### config.mk
export PLATFORM = sky130hd
export DESIGN_NAME = scpb_builder
export DESIGN_NICKNAME = d
export VERILOG_FILES = /design/src/scpb_builder.v
export VERILOG_INCLUDE_DIRS = /design/src
export SDC_FILE = /design/constraint.sdc
export NUM_CORES = 1
export LEC_CHECK = 0
export BUFFER_PORTS_ARGS = -buffer_cell sky130_fd_sc_hd__buf_2
export CORE_ASPECT_RATIO = 0.9
export CORE_MARGIN = 2
export CORE_UTILIZATION = 59
export CTS_CLUSTER_DIAMETER = 60
export DETAILED_ROUTE_END_ITERATION = 10
export PLACE_DENSITY = 0.81
export SLEW_MARGIN = 10
export SYNTH_ARGS = -nofsm -noshare
export SYNTH_HDL_FRONTEND = slang
export SYNTH_SLANG_ARGS = --single-unit
### constraint.sdc
create_clock -name clk -period 5 [get_ports clk]
set_clock_uncertainty 0.2 [all_clocks]
set_input_delay 1.5 -clock clk [delete_from_list [all_inputs] [get_ports clk]]
set_output_delay 1.5 -clock clk [all_outputs]
set_load 0.02 [all_outputs]
### src/scpb_consts.vh
// Constants for the source capabilities object builder
`ifndef SCPB_CONSTS_VH
`define SCPB_CONSTS_VH
// Register indices
`define SCPB_REG_CTRL      4'h0
`define SCPB_REG_FLAGS     4'h1
`define SCPB_REG_EXTRA_N   4'h2
`define SCPB_REG_PDO_V     4'h3
`define SCPB_REG_PDO_I     4'h4
`define SCPB_REG_PDO_PK    4'h5
`define SCPB_REG_PDO_SEL   4'h6
`define SCPB_REG_RESERVE   4'h7
`define SCPB_REG_STATUS    4'h8
`define SCPB_REG_BASE_I    4'h9
// CTRL bits
`define SCPB_CTRL_SRC      0
`define SCPB_CTRL_VCONN    1
`define SCPB_CTRL_NOCAP    2
`define SCPB_CTRL_TYPEA    3
`define SCPB_CTRL_SEND     4
`define SCPB_CTRL_GOTOMIN  5
// Object fields
`define SCPB_TYPE_FIXED    2'h0
`define SCPB_TYPE_MSB      31
`define SCPB_FLAG_MSB      29
`define SCPB_FLAG_LSB      25
`define SCPB_PEAK_MSB      21
`define SCPB_PEAK_LSB      20
`define SCPB_VOLT_MSB      19
`define SCPB_VOLT_LSB      10
`define SCPB_CURR_MSB      9
`define SCPB_CURR_LSB      0
`define SCPB_VSAFE5V_CODE  10'h064
`define SCPB_MAX_EXTRA     3'h6
`define SCPB_FLAGS_RESET   5'h00
// Message types
`define SCPB_MSG_SRC_CAP   4'h1
`define SCPB_MSG_SNK_CAP   4'h4
// Back-power removal
`define SCPB_TOFF_NS       650000000
`define SCPB_CLK_NS        20
`define SCPB_TOFF_CYC      (`SCPB_TOFF_NS / `SCPB_CLK_NS)
`endif

### src/scpb_builder.v
// Source capabilities object list builder and sender
//
// Decided for this implementation: the register addresses and the address-and-strobe port.
`timescale 1ns/1ps
`include "scpb_consts.vh"

module scpb_builder #(
  parameter NEXTRA    = 6,
  parameter TOFF_CYC  = `SCPB_TOFF_CYC,
  parameter [4:0] FLAGS_STRAP = `SCPB_FLAGS_RESET
) (
  // Clock and reset
  input  wire        clk,
  input  wire        nrst,
  input  wire        ce,
  // Register port
  input  wire [3:0]  reg_addr,
  input  wire [31:0] reg_wdata,
  input  wire        reg_wr,
  input  wire        reg_rd,
  output reg  [31:0] reg_rdata,
  // Received message events
  input  wire        rx_get_src_cap,
  input  wire        rx_get_snk_cap,
  input  wire        rx_src_cap_eop,
  input  wire        rx_src_cap_solicited,
  input  wire        rx_request,
  input  wire [9:0]  rx_req_op,
  input  wire [9:0]  rx_req_max,
  input  wire [2:0]  rx_req_pos,
  input  wire        rx_req_giveback,
  // Transmit stream
  output reg         tx_start,
  output reg  [3:0]  tx_msg_type,
  output reg  [2:0]  tx_nobj,
  output reg         tx_obj_valid,
  output reg  [31:0] tx_obj,
  output reg         tx_last,
  input  wire        tx_ready,
  // Policy outputs
  output reg         tx_wait,
  output reg         tx_gotomin,
  output reg         vbus_off
);

  // Register map, index on reg_addr:
  //   0 control: role, VCONN-only, no offer, Type-A, send, power recovered
  //   1 flag bits for the first object, read only
  //   2 count of extra objects, clipped to six
  //   3 entry voltage, 4 entry current, 5 entry peak code; entry in bits 12..10
  //   6 entry that carries the reserve
  //   7 reserve: bit 16 low releases, bit 17 marks a loan
  //   8 status, read only
  //   9 current of the first object
  // Writes to unmapped indices are dropped and reads return zero.
  // Role and no-offer bits take effect at the next message; role and Type-A bits gate the back-power guard from the next cycle.

  localparam ST_IDLE = 2'h0;
  localparam ST_HDR  = 2'h1;
  localparam ST_OBJ  = 2'h2;

  ////////////////////////////////////////////////////////////////////////
  // Configuration storage
  reg  [5:0]  ctrl_q;
  reg  [4:0]  flags_q;
  reg  [2:0]  nextra_q;
  reg  [9:0]  base_i_q;
  reg  [9:0]  pv_q [0:NEXTRA-1];
  reg  [9:0]  pi_q [0:NEXTRA-1];
  reg  [1:0]  pk_q [0:NEXTRA-1];
  reg  [2:0]  sel_q;
  reg  [9:0]  reserve_q;
  reg         res_alloc_q;
  reg         res_loan_q;
  reg         pend_src_q;
  reg         pend_snk_q;
  reg         pend_qry_q;
  reg  [1:0]  st_q;
  reg  [2:0]  idx_q;
  reg         snk_q;
  reg  [31:0] toff_cnt_q;
  reg         toff_run_q;
  integer     k;

  // Fixed object assembly
  function [31:0] scpb_fixed;
    input [4:0] flg;
    input [1:0] pk;
    input [9:0] volt;
    input [9:0] curr;
    begin
      scpb_fixed = {`SCPB_TYPE_FIXED, flg, 3'h0, pk, volt, curr};
    end
  endfunction

  // Entry index carried in the upper write bits
  function scpb_entry_ok;
    input [31:0] wdata;
    begin
      scpb_entry_ok = (wdata[13:10] < NEXTRA);
    end
  endfunction

  // Current field clips at all ones rather than wrapping
  function [9:0] scpb_add_sat;
    input [9:0]  a;
    input [9:0]  b;
    reg   [10:0] sum;
    begin
      sum          = {1'b0, a} + {1'b0, b};
      scpb_add_sat = sum[10] ? 10'h3FF : sum[9:0];
    end
  endfunction

  // A second entry at a voltage already listed would give two objects for it
  function scpb_dup_volt;
    input [9:0] volt;
    input [2:0] ent;
    integer     e;
    begin
      scpb_dup_volt = (volt == `SCPB_VSAFE5V_CODE);
      for (e = 0; e < NEXTRA; e = e + 1)
        if (e != ent && pv_q[e] == volt)
          scpb_dup_volt = 1'b1;
    end
  endfunction

  wire        no_cap  = ctrl_q[`SCPB_CTRL_NOCAP] | ctrl_q[`SCPB_CTRL_VCONN];
  wire [9:0]  i5      = no_cap ? 10'h000 : base_i_q;
  wire [2:0]  nsend   = snk_q ? 3'h1 : (3'h1 + nextra_q);
  wire [2:0]  eidx    = idx_q - 3'h1;
  // Reserve is shown by adding it to the current of the chosen object
  wire [9:0]  res_add = res_alloc_q ? reserve_q : 10'h000;
  wire [9:0]  cur_sat = scpb_add_sat(pi_q[eidx], res_add);
  reg  [31:0] obj_w;
  always @* begin
    obj_w = 32'h0000_0000;
    if (idx_q == 3'h0) begin
      obj_w = scpb_fixed(flags_q, 2'h0, `SCPB_VSAFE5V_CODE, i5);
    end else if (eidx < NEXTRA) begin
      if (eidx == sel_q)
        obj_w = scpb_fixed(5'h00, pk_q[eidx], pv_q[eidx], cur_sat);
      else
        obj_w = scpb_fixed(5'h00, pk_q[eidx], pv_q[eidx], pi_q[eidx]);
    end
  end
  wire [9:0]  req_res = (rx_req_max > rx_req_op) ? (rx_req_max - rx_req_op) : 10'h000;
  wire        ws      = ce & reg_wr;
  // Queries are answered in any role; adverts only in the source role
  wire        take    = (st_q == ST_IDLE) & tx_ready &
                        (pend_snk_q | (pend_src_q & ctrl_q[`SCPB_CTRL_SRC]) | pend_qry_q);

  ////////////////////////////////////////////////////////////////////////
  // Register writes, reserve tracking, pending sends
  always @(posedge clk) begin
    if (!nrst) begin
      ctrl_q      <= 6'h00;
      flags_q     <= FLAGS_STRAP;
      nextra_q    <= 3'h0;
      base_i_q    <= 10'h000;
      sel_q       <= 3'h0;
      reserve_q   <= 10'h000;
      res_alloc_q <= 1'b0;
      res_loan_q  <= 1'b0;
      pend_src_q  <= 1'b0;
      pend_snk_q  <= 1'b0;
      pend_qry_q  <= 1'b0;
      tx_wait     <= 1'b0;
      tx_gotomin  <= 1'b0;
      for (k = 0; k < NEXTRA; k = k + 1) begin
        pv_q[k] <= 10'h000;
        pi_q[k] <= 10'h000;
        pk_q[k] <= 2'h0;
      end
    end else if (ce) begin
      tx_wait    <= 1'b0;
      tx_gotomin <= 1'b0;
      // Cleared first so that an event in the same cycle re-arms the flag
      if (take) begin
        if (pend_snk_q) begin
          pend_snk_q <= 1'b0;
        end else begin
          pend_src_q <= 1'b0;
          pend_qry_q <= 1'b0;
        end
      end
      if (ws) begin
        case (reg_addr)
          `SCPB_REG_CTRL: begin
            ctrl_q     <= {1'b0, reg_wdata[4:0]} & 6'h0F;
            pend_src_q <= 1'b1;
            if (reg_wdata[`SCPB_CTRL_GOTOMIN] && res_loan_q) begin
              res_loan_q <= 1'b0;
              pend_src_q <= 1'b1;
            end
          end
          `SCPB_REG_EXTRA_N: begin
            nextra_q   <= (reg_wdata[2:0] > `SCPB_MAX_EXTRA) ? `SCPB_MAX_EXTRA : reg_wdata[2:0];
            pend_src_q <= 1'b1;
          end
          `SCPB_REG_PDO_V: begin
            // Duplicate voltages rejected: software must merge them into one entry
            if (scpb_entry_ok(reg_wdata) && !scpb_dup_volt(reg_wdata[9:0], reg_wdata[12:10])) begin
              pv_q[reg_wdata[12:10]] <= reg_wdata[9:0];
              pend_src_q <= 1'b1;
            end
          end
          `SCPB_REG_PDO_I: begin
            if (scpb_entry_ok(reg_wdata)) begin
              pi_q[reg_wdata[12:10]] <= reg_wdata[9:0];
              pend_src_q <= 1'b1;
            end
          end
          `SCPB_REG_PDO_PK: begin
            if (scpb_entry_ok(reg_wdata)) begin
              pk_q[reg_wdata[12:10]] <= reg_wdata[1:0];
              pend_src_q <= 1'b1;
            end
          end
          `SCPB_REG_PDO_SEL: sel_q <= reg_wdata[2:0];
          `SCPB_REG_RESERVE: begin
            if (!reg_wdata[16]) begin
              res_alloc_q <= 1'b0;
              res_loan_q  <= 1'b0;
              pend_src_q  <= 1'b1;
            end else begin
              res_loan_q <= reg_wdata[17];
            end
          end
          `SCPB_REG_BASE_I: begin
            base_i_q   <= reg_wdata[9:0];
            pend_src_q <= 1'b1;
          end
          default: ;
        endcase
      end
      if (rx_request) begin
        if (res_loan_q && rx_req_pos == sel_q + 3'h2 && req_res != 10'h000) begin
          tx_wait    <= 1'b1;
          tx_gotomin <= 1'b1;
        end else if (req_res != 10'h000) begin
          reserve_q   <= req_res;
          res_alloc_q <= 1'b1;
          res_loan_q  <= rx_req_giveback;
        end
      end
      if (ctrl_q[`SCPB_CTRL_SEND] || (ws && reg_addr == `SCPB_REG_CTRL && reg_wdata[`SCPB_CTRL_SEND]))
        pend_src_q <= 1'b1;
      if (rx_get_src_cap)
        pend_qry_q <= 1'b1;
      if (rx_get_snk_cap)
        pend_snk_q <= 1'b1;
    end
  end

  ////////////////////////////////////////////////////////////////////////
  // Transmit sequencer
  always @(posedge clk) begin
    if (!nrst) begin
      st_q         <= ST_IDLE;
      idx_q        <= 3'h0;
      snk_q        <= 1'b0;
      tx_start     <= 1'b0;
      tx_msg_type  <= 4'h0;
      tx_nobj      <= 3'h0;
      tx_obj_valid <= 1'b0;
      tx_obj       <= 32'h0000_0000;
      tx_last      <= 1'b0;
    end else if (ce) begin
      tx_start <= 1'b0;
      case (st_q)
        ST_IDLE: begin
          tx_obj_valid <= 1'b0;
          tx_last      <= 1'b0;
          if (take) begin
            snk_q <= pend_snk_q;
            st_q  <= ST_HDR;
          end
        end
        ST_HDR: begin
          tx_start    <= 1'b1;
          tx_msg_type <= snk_q ? `SCPB_MSG_SNK_CAP : `SCPB_MSG_SRC_CAP;
          tx_nobj     <= nsend;
          idx_q       <= 3'h0;
          st_q        <= ST_OBJ;
        end
        ST_OBJ: begin
          if (tx_ready || !tx_obj_valid) begin
            if (tx_obj_valid && tx_last) begin
              tx_obj_valid <= 1'b0;
              tx_last      <= 1'b0;
              st_q         <= ST_IDLE;
            end else begin
              tx_obj       <= obj_w;
              tx_obj_valid <= 1'b1;
              tx_last      <= (idx_q + 3'h1 == nsend);
              idx_q        <= idx_q + 3'h1;
            end
          end
        end
        default: st_q <= ST_IDLE;
      endcase
    end
  end

  ////////////////////////////////////////////////////////////////////////
  // Type-A back-power guard
  always @(posedge clk) begin
    if (!nrst) begin
      vbus_off   <= 1'b0;
      toff_run_q <= 1'b0;
      toff_cnt_q <= 32'h0000_0000;
    end else if (ce) begin
      // Cut well before the limit: act on the first cycle after EOP
      if (rx_src_cap_eop && !rx_src_cap_solicited && ctrl_q[`SCPB_CTRL_TYPEA] && ctrl_q[`SCPB_CTRL_SRC]) begin
        vbus_off   <= 1'b1;
        toff_run_q <= 1'b1;
        toff_cnt_q <= 32'h0000_0000;
      end else if (toff_run_q && toff_cnt_q < TOFF_CYC) begin
        toff_cnt_q <= toff_cnt_q + 32'h0000_0001;
      end
    end
  end

  ////////////////////////////////////////////////////////////////////////
  // Register reads
  always @(posedge clk) begin
    if (!nrst) begin
      reg_rdata <= 32'h0000_0000;
    end else if (ce) begin
      reg_rdata <= 32'h0000_0000;
      if (reg_rd) begin
        case (reg_addr)
          `SCPB_REG_CTRL:    reg_rdata <= {26'h0, ctrl_q};
          `SCPB_REG_FLAGS:   reg_rdata <= {27'h0, flags_q};
          `SCPB_REG_EXTRA_N: reg_rdata <= {29'h0, nextra_q};
          `SCPB_REG_PDO_SEL: reg_rdata <= {29'h0, sel_q};
          `SCPB_REG_RESERVE: reg_rdata <= {14'h0, res_loan_q, res_alloc_q, 6'h0, reserve_q};
          `SCPB_REG_STATUS:  reg_rdata <= {24'h0, vbus_off, pend_snk_q, pend_src_q, idx_q, st_q};
          `SCPB_REG_BASE_I:  reg_rdata <= {22'h0, base_i_q};
          default:           reg_rdata <= 32'h0000_0000;
        endcase
      end
    end
  end

endmodule // scpb_builder

==> impl_results.md, run 1 <==
- I/O pins: 148
- Rows: 50
- Ys async rst share: 0%
- Final HPWL DP: 23100 microns
- Routed wire length: about 34000 microns
- Most frequent cell after synthesis: edfxtp_1
- Number of antenna violations at the first check in global routing: 1
- Lkg Pwr: roughly 0.0053 uW
- Post-CTS sizing: 0
- Area contributors post-synth: edfxtp_1, dfxtp_1, mux4_2
- Area leader, netlist: edfxtp_1
- Vias in the first global route: 9665
- Post-CTS Setup Bufs: 0
- Later-pin clock latency in the skew report: 0.54 ns
- Ys flop type: edfxtp_1
- Starting Density: 60.4%
- H-tree depth: 1
- Setup TNS: 0 ns
- Final hold vios: 0
- Via count: 10128
- Placer Congestion: 0.959
- Flops & latches, synth: 237
- Total power: approximately 4500 uW
- Post-Synthesis Cells: 1247
- Pwr/cell area: 314 mW/mm^2
- Post-synth EDFFs: approximately 150
- CP bufs+invs: 2
- GRT overflow: 0
- CP Max Fanout: 9
- Gr usage total: 29.9%
- Root buf cell: clkbuf_16
- Crit start category: flop
- Hold-fix buffers, CTS: 0
- Worst Tran Pin Value: 1.25 ns
- Post-route ant nets: 0
- RSZ-0062 raised after global routing: false
- Mapped Area: 0.0127 sq mm
- CTS tree: done
- Worst-path cell chain: inv_1, ha_1, xor2_2, mux4_2, mux2i_1, inv_1, ha_1, a21o_1, a21oi_1, o211ai_1, a31o_2, a21oi_1, xor2_1, o221ai_1
- Distinct cells, synth: 72
- Combinational share of power: 9.2%
- Die ar.: 0.0227 sq mm
- CTS buffer count: 25
- Sequential Power Share: around half
- Slew HR: 15.9%
- Delay-heaviest family, CP: compound AO/OA/AOI/OAI gates
- Clock share of power: 41.8%
- Post-route DRC: 0
- Mapped Avg Cell Area: 10.2 sq um
- Placed cell area: 0.0134 sq mm
- Pint: 3380 uW
- CP Data Arrival Time: around 4.7 ns
- CP Data Required Time: just over 5 ns
- Register area share after synthesis: roughly half
- Layout cell share with drive strength beyond 1: between 10% and 20%
- First-pass GRT wire length: 51800 microns
- WP depth: 14
- Register-to-Register Path Depth: 14
- Final period util: ~90%
- Max Clk Rate: 0.221 GHz
- Top post-synthesis cells by count: edfxtp_1, nand2_1, nor2_1
- Initial DRC Count: between 1000 and 1500
- Nets: 1441
- Final setup viols: 0
- Die W: 158 microns
- Core Util, Final: 67.8%
- Core Area: about 0.021 sq mm
- Slowest library cell on the worst path: xor2_2
- Largest net degree at the start of global routing: 66
- Peak VDD IR: 0.000195 V
- Sw Ratio: 24.4%
- CTS Buffer Depth: 3
- Area growth from synthesis to layout: 12.2%
- Design area: 0.0142 sq mm
- I/O Buffers: 99
- Status: finished clean
- Worst Setup Path Type: flop to flop
- Die Height: around 140 microns
- Drt wl/cell: about 21 microns
- Net switching power: 1090 uW
- Hold Path Stages: 2
- Max-Cap Viols: 0
- Post-layout min period: 4.52 ns
- Final Slew Violations: 0
- HP Class: flop to flop
- CP endpoint kind: flop
- # clock sinks: roughly 240
- Area share of the largest cell type after synthesis: 36.0%
- Crit-path max cell delay: 0.62 ns
- Synth warn: 0
- Reg clk slew, reported paths: 0.06 ns
- TritonRoute pass-1 iters: 5
- Vias/cell: 6.14
- Antenna cells: 0
## final cells by class
cell class / count / area [sq um]
fillers: 1537 / 6740
flip-flops and latches: 237 / 6270
multi-input cells: 902 / 5830
repair buffers: 137 / 793
clock buffers: 28 / 647
well taps: 286 / 358
clock inverters: 18 / 171
inverters: 41 / 154
## placed cells by master (no fill, tap or decap), types with 6 or more instances in the layout
cell type  instances
clkbuf_16         25
nand4_1           15
and2_1            24
nor2_1           123
nand2b_1          13
nand2_1          139
xor2_1            22
dfxtp_1           84
conb_1            52
o21ai_0           48
inv_1             38
nor4_1             6
edfxtp_1         152
a21oi_1           92
nand3_1           14
clkinv_1           7
and3_1             9
a31oi_1            7
xnor2_1           61
a22oi_1            8
mux4_2            32
mux2i_1           38
o221ai_1          12
buf_2             99
ha_1              24
nor3_1            71
buf_4             37
## power by group through the flow
stage               sequential, uW  clock, uW  combinational, uW
floorplan                     2210          0                304
global placement              2220          0                390
detailed placement            2230          0                397
CTS                           2190       1870                401
global route                  2200       1940                443
finish                        2190       1870                411
## cell families (layout without fill, tap and decap cells)
kind of cell	count (synthesis)	after routing	share of synthesized area [%]
compound gates	225	225	10.9
xor+xnor	84	84	5.81
fa+ha+maj	26	26	2.69
buf+inv	159	224	6.16
flops	237	237	49.5
mux	70	70	8.69
other cells	1	52	0.0296
simple gates	445	445	16.2
## tightest hold or removal path, stage by stage, from the launching register on
cell     delay [ns]
dfxtp_1        0.30
nand2_1        0.05
a21oi_1        0.05
## metrics by stage
stage	std cells	setup slack [ns]	hold slack (ns)
2_1_floorplan	1298	0.386	0.245
3_3_place_gp	1603	0.601	0.236
3_5_place_dp	1603	0.536	0.243
4_1_cts	1649	0.566	0.249
5_1_grt	1649	0.304	0.274
6_report	1649	0.481	0.245
## state kept, by name, indices dropped and copies added, names as in the netlist, 4 cells and up
signal     flops
base_i_q      10
ctrl_q         4
pi_q          80
pk_q          12
pv_q          60
reg_rdata     12
reserve_q     10
tx_obj        22
## final timing paths
check | endpoint | start | slack, ns
min reg2reg | reg_rdata[17] | reg_rdata[17] | 0.24
min | reg_rdata[17] | reg_rdata[17] | 0.24
max | tx_obj[9] | idx_q[0] | 0.48
max reg2reg | tx_obj[9] | idx_q[0] | 0.48
## layer usage
layer	wire length [microns]	share of wire, %	GRT usage (%)
met5	11	0.032	0
met4	1250	3.7	11.1
met3	3890	11	6.19
met2	15700	46	48.2
met1	13000	38	40.1
Note: power is estimated with default switching activity, not from simulation.
==> run 2, diff against run 1 <==
--- a/config.mk
+++ b/config.mk
@@ -7,12 +7,13 @@
 export NUM_CORES = 1
 export LEC_CHECK = 0
 export BUFFER_PORTS_ARGS = -buffer_cell sky130_fd_sc_hd__buf_2
-export CORE_ASPECT_RATIO = 0.9
+export CORE_ASPECT_RATIO = 1.5
 export CORE_MARGIN = 2
 export CORE_UTILIZATION = 59
 export CTS_CLUSTER_DIAMETER = 60
 export DETAILED_ROUTE_END_ITERATION = 10
 export PLACE_DENSITY = 0.81
+export SKIP_CTS_REPAIR_TIMING = 1
 export SLEW_MARGIN = 10
 export SYNTH_ARGS = -nofsm -noshare
 export SYNTH_HDL_FRONTEND = slang
==> run 2 against run 1 <==
Worst hold slack improved by 0.016 ns. Combinational power decreased by 1%. Utilization decreased by 1.2 points. Sequential power about the same. Via count decreased by 2.1%. Fmax decreased by 2.8%. Final cell count decreased by 1.7%. Final area decreased by 1.3%. Critical path depth increased by 2. Clock power decreased by 12%. Non-clock buffer count decreased by 4. Critical path type unchanged. Largest cell class unchanged.
==> impl_results.md, run 2 (synthesis results as in run 1) <==
- Status: finished clean
- CTS Buffer Depth: 3 (unchanged)
- Reg2reg setup slack: 0.35 ns (-0.13 ns)
- Die ar.: 0.0227 sq mm (about the same)
- # clock sinks: 237 (unchanged)
- Placed Cells: 1581 (-1.4%)
- Drt wl/cell: 20.5 microns (-0.29%)
- Slew HR: 24.3% (+8.4 points)
- Root buf cell: clkbuf_16
- Worst Setup Path Type: flop to flop
- Reg2reg end: tx_obj[5]
- Combinational share of power: 9.6% (+0.4 points)
- Final hold vios: 0 (unchanged)
- H-tree depth: 1 (unchanged)
- Worst Hold End: reg_rdata[17]
- Final period util: 93.0% (+2.6 points)
- Worst Tran Pin Value: 1.13 ns (-0.125 ns)
- Metal2 WL: 17100 microns (+8.7%)
- Largest net degree at the start of global routing: 67 (+1.5%)
- Metal-1 WL: 11400 microns (-12%)
- Lkg Pwr: 0.00522 uW (-1.8%)
- Placer Congestion: 0.954 (-0.49%)
- GRT overflow: 0 (unchanged)
- Non-filler cells, final: 1621 (-1.7%)
- Clock share of power: 38.8% (-3.0 points)
- Post-route DRC: 0 (unchanged)
- CP Data Required Time: 5.24 ns (+0.05 ns)
- CTS buffer count: 22 (-12%)
- Rows: 65 (+30%)
- I/O Buffers: 99 (unchanged)
- Max reg flops: 80 (unchanged)
- I/O pins: 148 (unchanged)
- Die Height: 183 microns (+28%)
- CP Max Fanout: 10 (+1)
- CP endpoint kind: flop
- Met3 wire length: 2520 microns (-35%)
- Number of antenna violations at the first check in global routing: 1 (unchanged)
- Max Clk Rate: 0.215 GHz (-2.8%)
- Sw Ratio: 23.7% (-0.69 points)
- Final Slew Violations: 0 (unchanged)
- Sequential Power Share: 51.6% (+2.6 points)
- Hold Path Stages: 2 (unchanged)
- Max layer used: met4
- HP Class: flop to flop
- Gr usage total: 29.0% (-0.85 points)
- Peak VDD IR: 0.000294 V (+50%)
- Commonest cells after routing, fill and taps aside: edfxtp_1, nand2_1, nor2_1
- Post-layout min period: 4.65 ns (+0.130 ns)
- Layout cell share with drive strength beyond 1: 15.3% (-0.98 points)
- Vias/cell: 6.12 (-0.42%)
- RSZ-0062 raised after global routing: false
- Area growth from synthesis to layout: 10.7%
- Max-Cap Viols: 0 (unchanged)
- Starting Density: 60.1% (-0.31 points)
- First-pass GRT wire length: 50000 microns (-3.5%)
- Final setup viols: 0 (unchanged)
- Pwr/cell area: 302 mW/mm^2 (-3.9%)
- Via count: 9914 (-2.1%)
- Nets: 1434 (-0.49%)
- Largest reg by FF count: pi_q
- Final HPWL DP: 23600 microns (+2.2%)
- TritonRoute pass-1 iters: 7 (+2)
- Biggest regs: pi_q x80, pv_q x60, tx_obj x22
- HP Start: reg_rdata[17]
- CP Data Arrival Time: 4.89 ns (+0.18 ns)
- Die W: 124 microns (-22%)
- Net switching power: 1000 uW (-7.9%)
- Setup TNS: 0 ns (unchanged)
- Initial DRC Count: 898 (-37%)
- Pint: 3230 uW (-4.3%)
- Routed wire length: 33200 microns (-2.0%)
- Reg clk slew, reported paths: 0.07 ns (about the same)
- Vias in the first global route: 9575 (-0.93%)
- Register-to-Register Path Depth: 16 (+2)
- Crit start category: flop
- FF-to-FF Start: idx_q[0]
- Later-pin clock latency in the skew report: 0.51 ns (-0.03 ns)
- Post-route ant nets: 0 (unchanged)
- Core Area: 0.0211 sq mm (+0.51%)
- Most common cell after layout, fill and taps aside: edfxtp_1
- CTS tree: done
run 2: changes by cell type in the layout (fill, tap and decap cells not counted), moves of 2 or more:
| cell | delta |
|---|---|
| buf_4 | -3 |
| clkbuf_1 | +3 |
| clkbuf_16 | -2 |
| clkinv_2 | -5 |
| inv_6 | -2 |
run 2: power by group through the flow:
stage                     combinational [uW]  sequential, uW  clock, uW
after global routing                     440            2190       1720
after floorplan                          304            2210          0
after CTS                                401            2190       1650
after global placement                   393            2220          0
final                                    407            2190       1640
after detailed placement                 398            2230          0
run 2: routing by layer:
layer	global-route usage [%]	vias to the layer above
met3	3.35	128
met2	51.8	520
met1	31.9	4698
met4	18.8	0
li1	-	4568
met5	0	-
run 2: worst max path at each step:
stage / from / to / slack [ns] / cells after the start
6_report: idx_q[0] / tx_obj[5] / 0.35 / 16
5_1_grt: idx_q[0] / tx_obj[5] / 0.20 / 16
4_1_cts: idx_q[0] / tx_obj[5] / 0.44 / 16
3_5_place_dp: idx_q[0] / tx_obj[5] / 0.47 / 16
3_3_place_gp: idx_q[0] / tx_obj[5] / 0.55 / 16
2_1_floorplan: idx_q[0] / tx_obj[0] / 0.39 / 19
run 2: critical path: stages, from the launching register on:
cell,delay [ns]
dfxtp_2,0.33
inv_1,0.29
ha_1,0.34
xor2_2,0.52
buf_4,0.25
nand2_1,0.05
nand2_1,0.09
ha_1,0.18
inv_1,0.06
fa_1,0.40
nor2b_1,0.18
o2111ai_1,0.18
a31oi_1,0.21
nor2_1,0.09
o211ai_1,0.68
o221ai_1,0.32
a21oi_1,0.18
run 2: final cells by class:
type | count | area (sq um)
clock inverters | 11 | 104
flip-flops and latches | 237 | 6270
multi-input cells | 902 | 5820
repair buffers | 133 | 751
inverters | 41 | 154
clock buffers | 28 | 594
fillers | 1588 | 7040
diodes | 1 | 2.50
well taps | 268 | 335
run 2: through the flow:
step | hold slack [ns] | cell area, sq um | util, % | setup slack (ns) | total power (uW)
after floorplan | 0.245 | 12900 | - | 0.386 | 2520
after global placement | 0.238 | 13300 | 63.3 | 0.553 | 2620
after detailed placement | 0.251 | 13300 | 63.3 | 0.473 | 2630
after CTS | 0.264 | 14000 | 66.6 | 0.438 | 4240
after global routing | 0.283 | 14000 | 66.6 | 0.197 | 4350
final | 0.261 | 14000 | 66.6 | 0.351 | 4240
==> run 3, diff against run 2 <==
--- a/config.mk
+++ b/config.mk
@@ -10,9 +10,11 @@
 export CORE_ASPECT_RATIO = 1.5
 export CORE_MARGIN = 2
 export CORE_UTILIZATION = 59
+export CTS_BUF_LIST = sky130_fd_sc_hd__clkbuf_8 sky130_fd_sc_hd__clkbuf_16
 export CTS_CLUSTER_DIAMETER = 60
 export DETAILED_ROUTE_END_ITERATION = 10
 export PLACE_DENSITY = 0.81
+export REMOVE_ABC_BUFFERS = 1
 export SKIP_CTS_REPAIR_TIMING = 1
 export SLEW_MARGIN = 10
 export SYNTH_ARGS = -nofsm -noshare
==> constraint.sdc (replaced) <==
create_clock -name clk -period 5 [get_ports clk]
set_clock_uncertainty 0.2 [all_clocks]
set_input_delay 0.25 -clock clk [delete_from_list [all_inputs] [get_ports clk]]
set_output_delay 0.25 -clock clk [all_outputs]
set_load 0.02 [all_outputs]
==> run 3 against run 2 <==
The flow now finishes with violations (hold timing). Global-route usage rose by 0.37 points. Clock-buffer cell count fell by 5. Utilization fell by 0.071 points. Fmax rose by 6.1%. Via count rose by 0.86%. Register-to-register slack improved by 0.27 ns. Wire length fell by 0.54%. Combinational power barely moved. Total power fell by 0.83%. Largest power group unchanged.
==> impl_results.md, run 3 (synthesis results as in run 1) <==
- Status: complete, but fails checks
- Failing checks: hold timing
- Vias/cell: 6.18 (+1.0%)
- Drt wl/cell: 20.4 microns (-0.35%)
- Later-pin clock latency in the skew report: 0.51 ns (about the same)
- Largest reg by FF count: pi_q
- Clock share of power: 38.2% (-0.6 points)
- Max-Cap Viols: 0 (unchanged)
- Crit-path max cell delay: 0.65 ns (-0.03 ns)
- Post-route DRC: 0 (unchanged)
- Initial DRC Count: 1101 (+23%)
- Lkg Pwr: 0.00521 uW (-0.22%)
- Starting Density: 60.1% (unchanged)
- Slew HR: 17.0% (-7.3 points)
- Max Clk Rate: 0.228 GHz (+6.1%)
- Final setup viols: 0 (unchanged)
- Core Area: 0.0211 sq mm (unchanged)
- Worst-path cell chain: inv_1, ha_1, buf_4, mux4_2, nand2_1, nand2_1, ha_1, inv_1, fa_1, nor2b_1, o2111ai_1, a31oi_1, nor2_1, o211ai_1, o221ai_1, a21oi_1
- Die W: 124 microns (unchanged)
- Sequential Power Share: 52.1% (+0.5 points)
- Most common cell after layout, fill and taps aside: edfxtp_1
- I/O pins: 148 (unchanged)
- I/O Buffers: 99 (unchanged)
- H-tree depth: 1 (unchanged)
- Peak VDD IR: 0.000279 V (-5.1%)
- Rows: 65 (unchanged)
- Commonest cells after routing, fill and taps aside: edfxtp_1, nand2_1, nor2_1
- TritonRoute pass-1 iters: 5 (-2)
- First-pass GRT wire length: 51200 microns (+2.5%)
- Crit start category: flop
- Via count: 9999 (+0.86%)
- CTS tree: done
- GRT overflow: 0 (unchanged)
- # clock sinks: 237 (unchanged)
- Sw Ratio: 24.4% (+0.72 points)
- Max reg flops: 80 (unchanged)
- Largest net degree at the start of global routing: 66 (-1.5%)
- Area growth from synthesis to layout: 10.6%
- CTS Buffer Depth: 3 (unchanged)
- Final Slew Violations: 0 (unchanged)
- Placed cell area: 0.0133 sq mm (-0.56%)
- Routed wire length: 33000 microns (-0.54%)
- Post-route ant nets: 0 (unchanged)
- Pint: 3180 uW (-1.8%)
- CP Max Fanout: 37 (+27)
- Number of antenna violations at the first check in global routing: 0 (-1)
- Layout cell share with drive strength beyond 1: 15.0% (-0.35 points)
- HP Class: input port to flop
- CTS buffer count: 23 (+4.5%)
- Final HPWL DP: 23100 microns (-2.0%)
- Placer Congestion: 0.906 (-5.0%)
- Post-layout min period: 4.38 ns (-0.269 ns)
- Worst Setup Path Type: flop to flop
- Pwr/cell area: 300 mW/mm^2 (-0.73%)
- RSZ-0062 raised after global routing: false
- Combinational share of power: 9.7% (about the same)
- Worst Tran Pin Value: 1.24 ns (+0.109 ns)
- Reg clk slew, reported paths: 0.06 ns (about the same)
- Design area: 0.0140 sq mm (-0.11%)
- Antenna cells: 0 (-1)
- Nets: 1433 (-0.070%)
- CP Data Arrival Time: 4.61 ns (-0.28 ns)
- Net switching power: 1030 uW (+2.2%)
- Gr usage total: 29.4% (+0.37 points)
- Slowest library cell on the worst path: o211ai_1
- Die ar.: 0.0227 sq mm (unchanged)
- CP endpoint kind: flop
- Root buf cell: clkbuf_16
- Vias in the first global route: 9793 (+2.3%)
- Worst hold slack: -0.0331 ns (-0.294 ns)
- Final hold vios: 9 (+9)
- CP Data Required Time: 5.23 ns (about the same)
- Final period util: 87.6% (-5.4 points)
- Die Height: 183 microns (unchanged)
- Biggest regs: pi_q x80, pv_q x60, tx_obj x22
## run 3: layer usage
metal	vias to the layer above	track usage (%)	wire length, microns
met3	122	3.88	2540
met5	-	0	0
met1	4754	34.6	11600
met4	0	16.6	1860
met2	555	51.0	17000
li1	4568	-	-
## run 3: final timing paths
kind / to / start / depth (start not counted) / slack [ns]
setup / recovery: tx_obj[5] / idx_q[0] / 16 / 0.62
hold / removal: vbus_off / rx_src_cap_eop / 4 / -0.03
hold reg to reg: reg_rdata[17] / reg_rdata[17] / 2 / 0.25
setup reg to reg: tx_obj[5] / idx_q[0] / 16 / 0.62
## run 3: final cells by class
| type | instances | area, sq um |
|---|---|---|
| fill | 1579 | 7050 |
| sequential | 237 | 6270 |
| clock buffer | 23 | 576 |
| tap | 268 | 335 |
| timing repair buffer | 131 | 756 |
| inverter | 41 | 154 |
| clock inverter | 16 | 101 |
| multi-input combinational | 902 | 5820 |
## run 3: worst max-delay path: cells and delay by family, from the launching register on
kind            cells  cell delay (ns)
fa+ha+maj           3             0.93
simple gates        4             0.48
flops               1             0.33
buf+inv             3             0.64
mux                 1             0.30
compound gates      5             1.43
## run 3: stage by stage
| stage | utilization (%) | std cells | TNS (ns) | power, uW | setup slack, ns |
|---|---|---|---|---|---|
| final | 66.5 | 1618 | 0 | 4200 | 0.620 |
| after global placement | 62.9 | 1571 | 0 | 2610 | 0.743 |
| after detailed placement | 62.9 | 1571 | 0 | 2620 | 0.696 |
| after floorplan | - | 1180 | -13.30 | 2470 | -1.34 |
| after CTS | 66.1 | 1610 | 0 | 4200 | 0.639 |
| after global routing | 66.5 | 1618 | 0 | 4320 | 0.235 |
## run 3: power groups by stage
stage                     logic (uW)  clock network, uW  registers, uW
final                            406               1610           2190
after global routing             439               1690           2200
after CTS                        394               1610           2190
after detailed placement         391                  0           2230
after global placement           385                  0           2220
after floorplan                  250                  0           2220
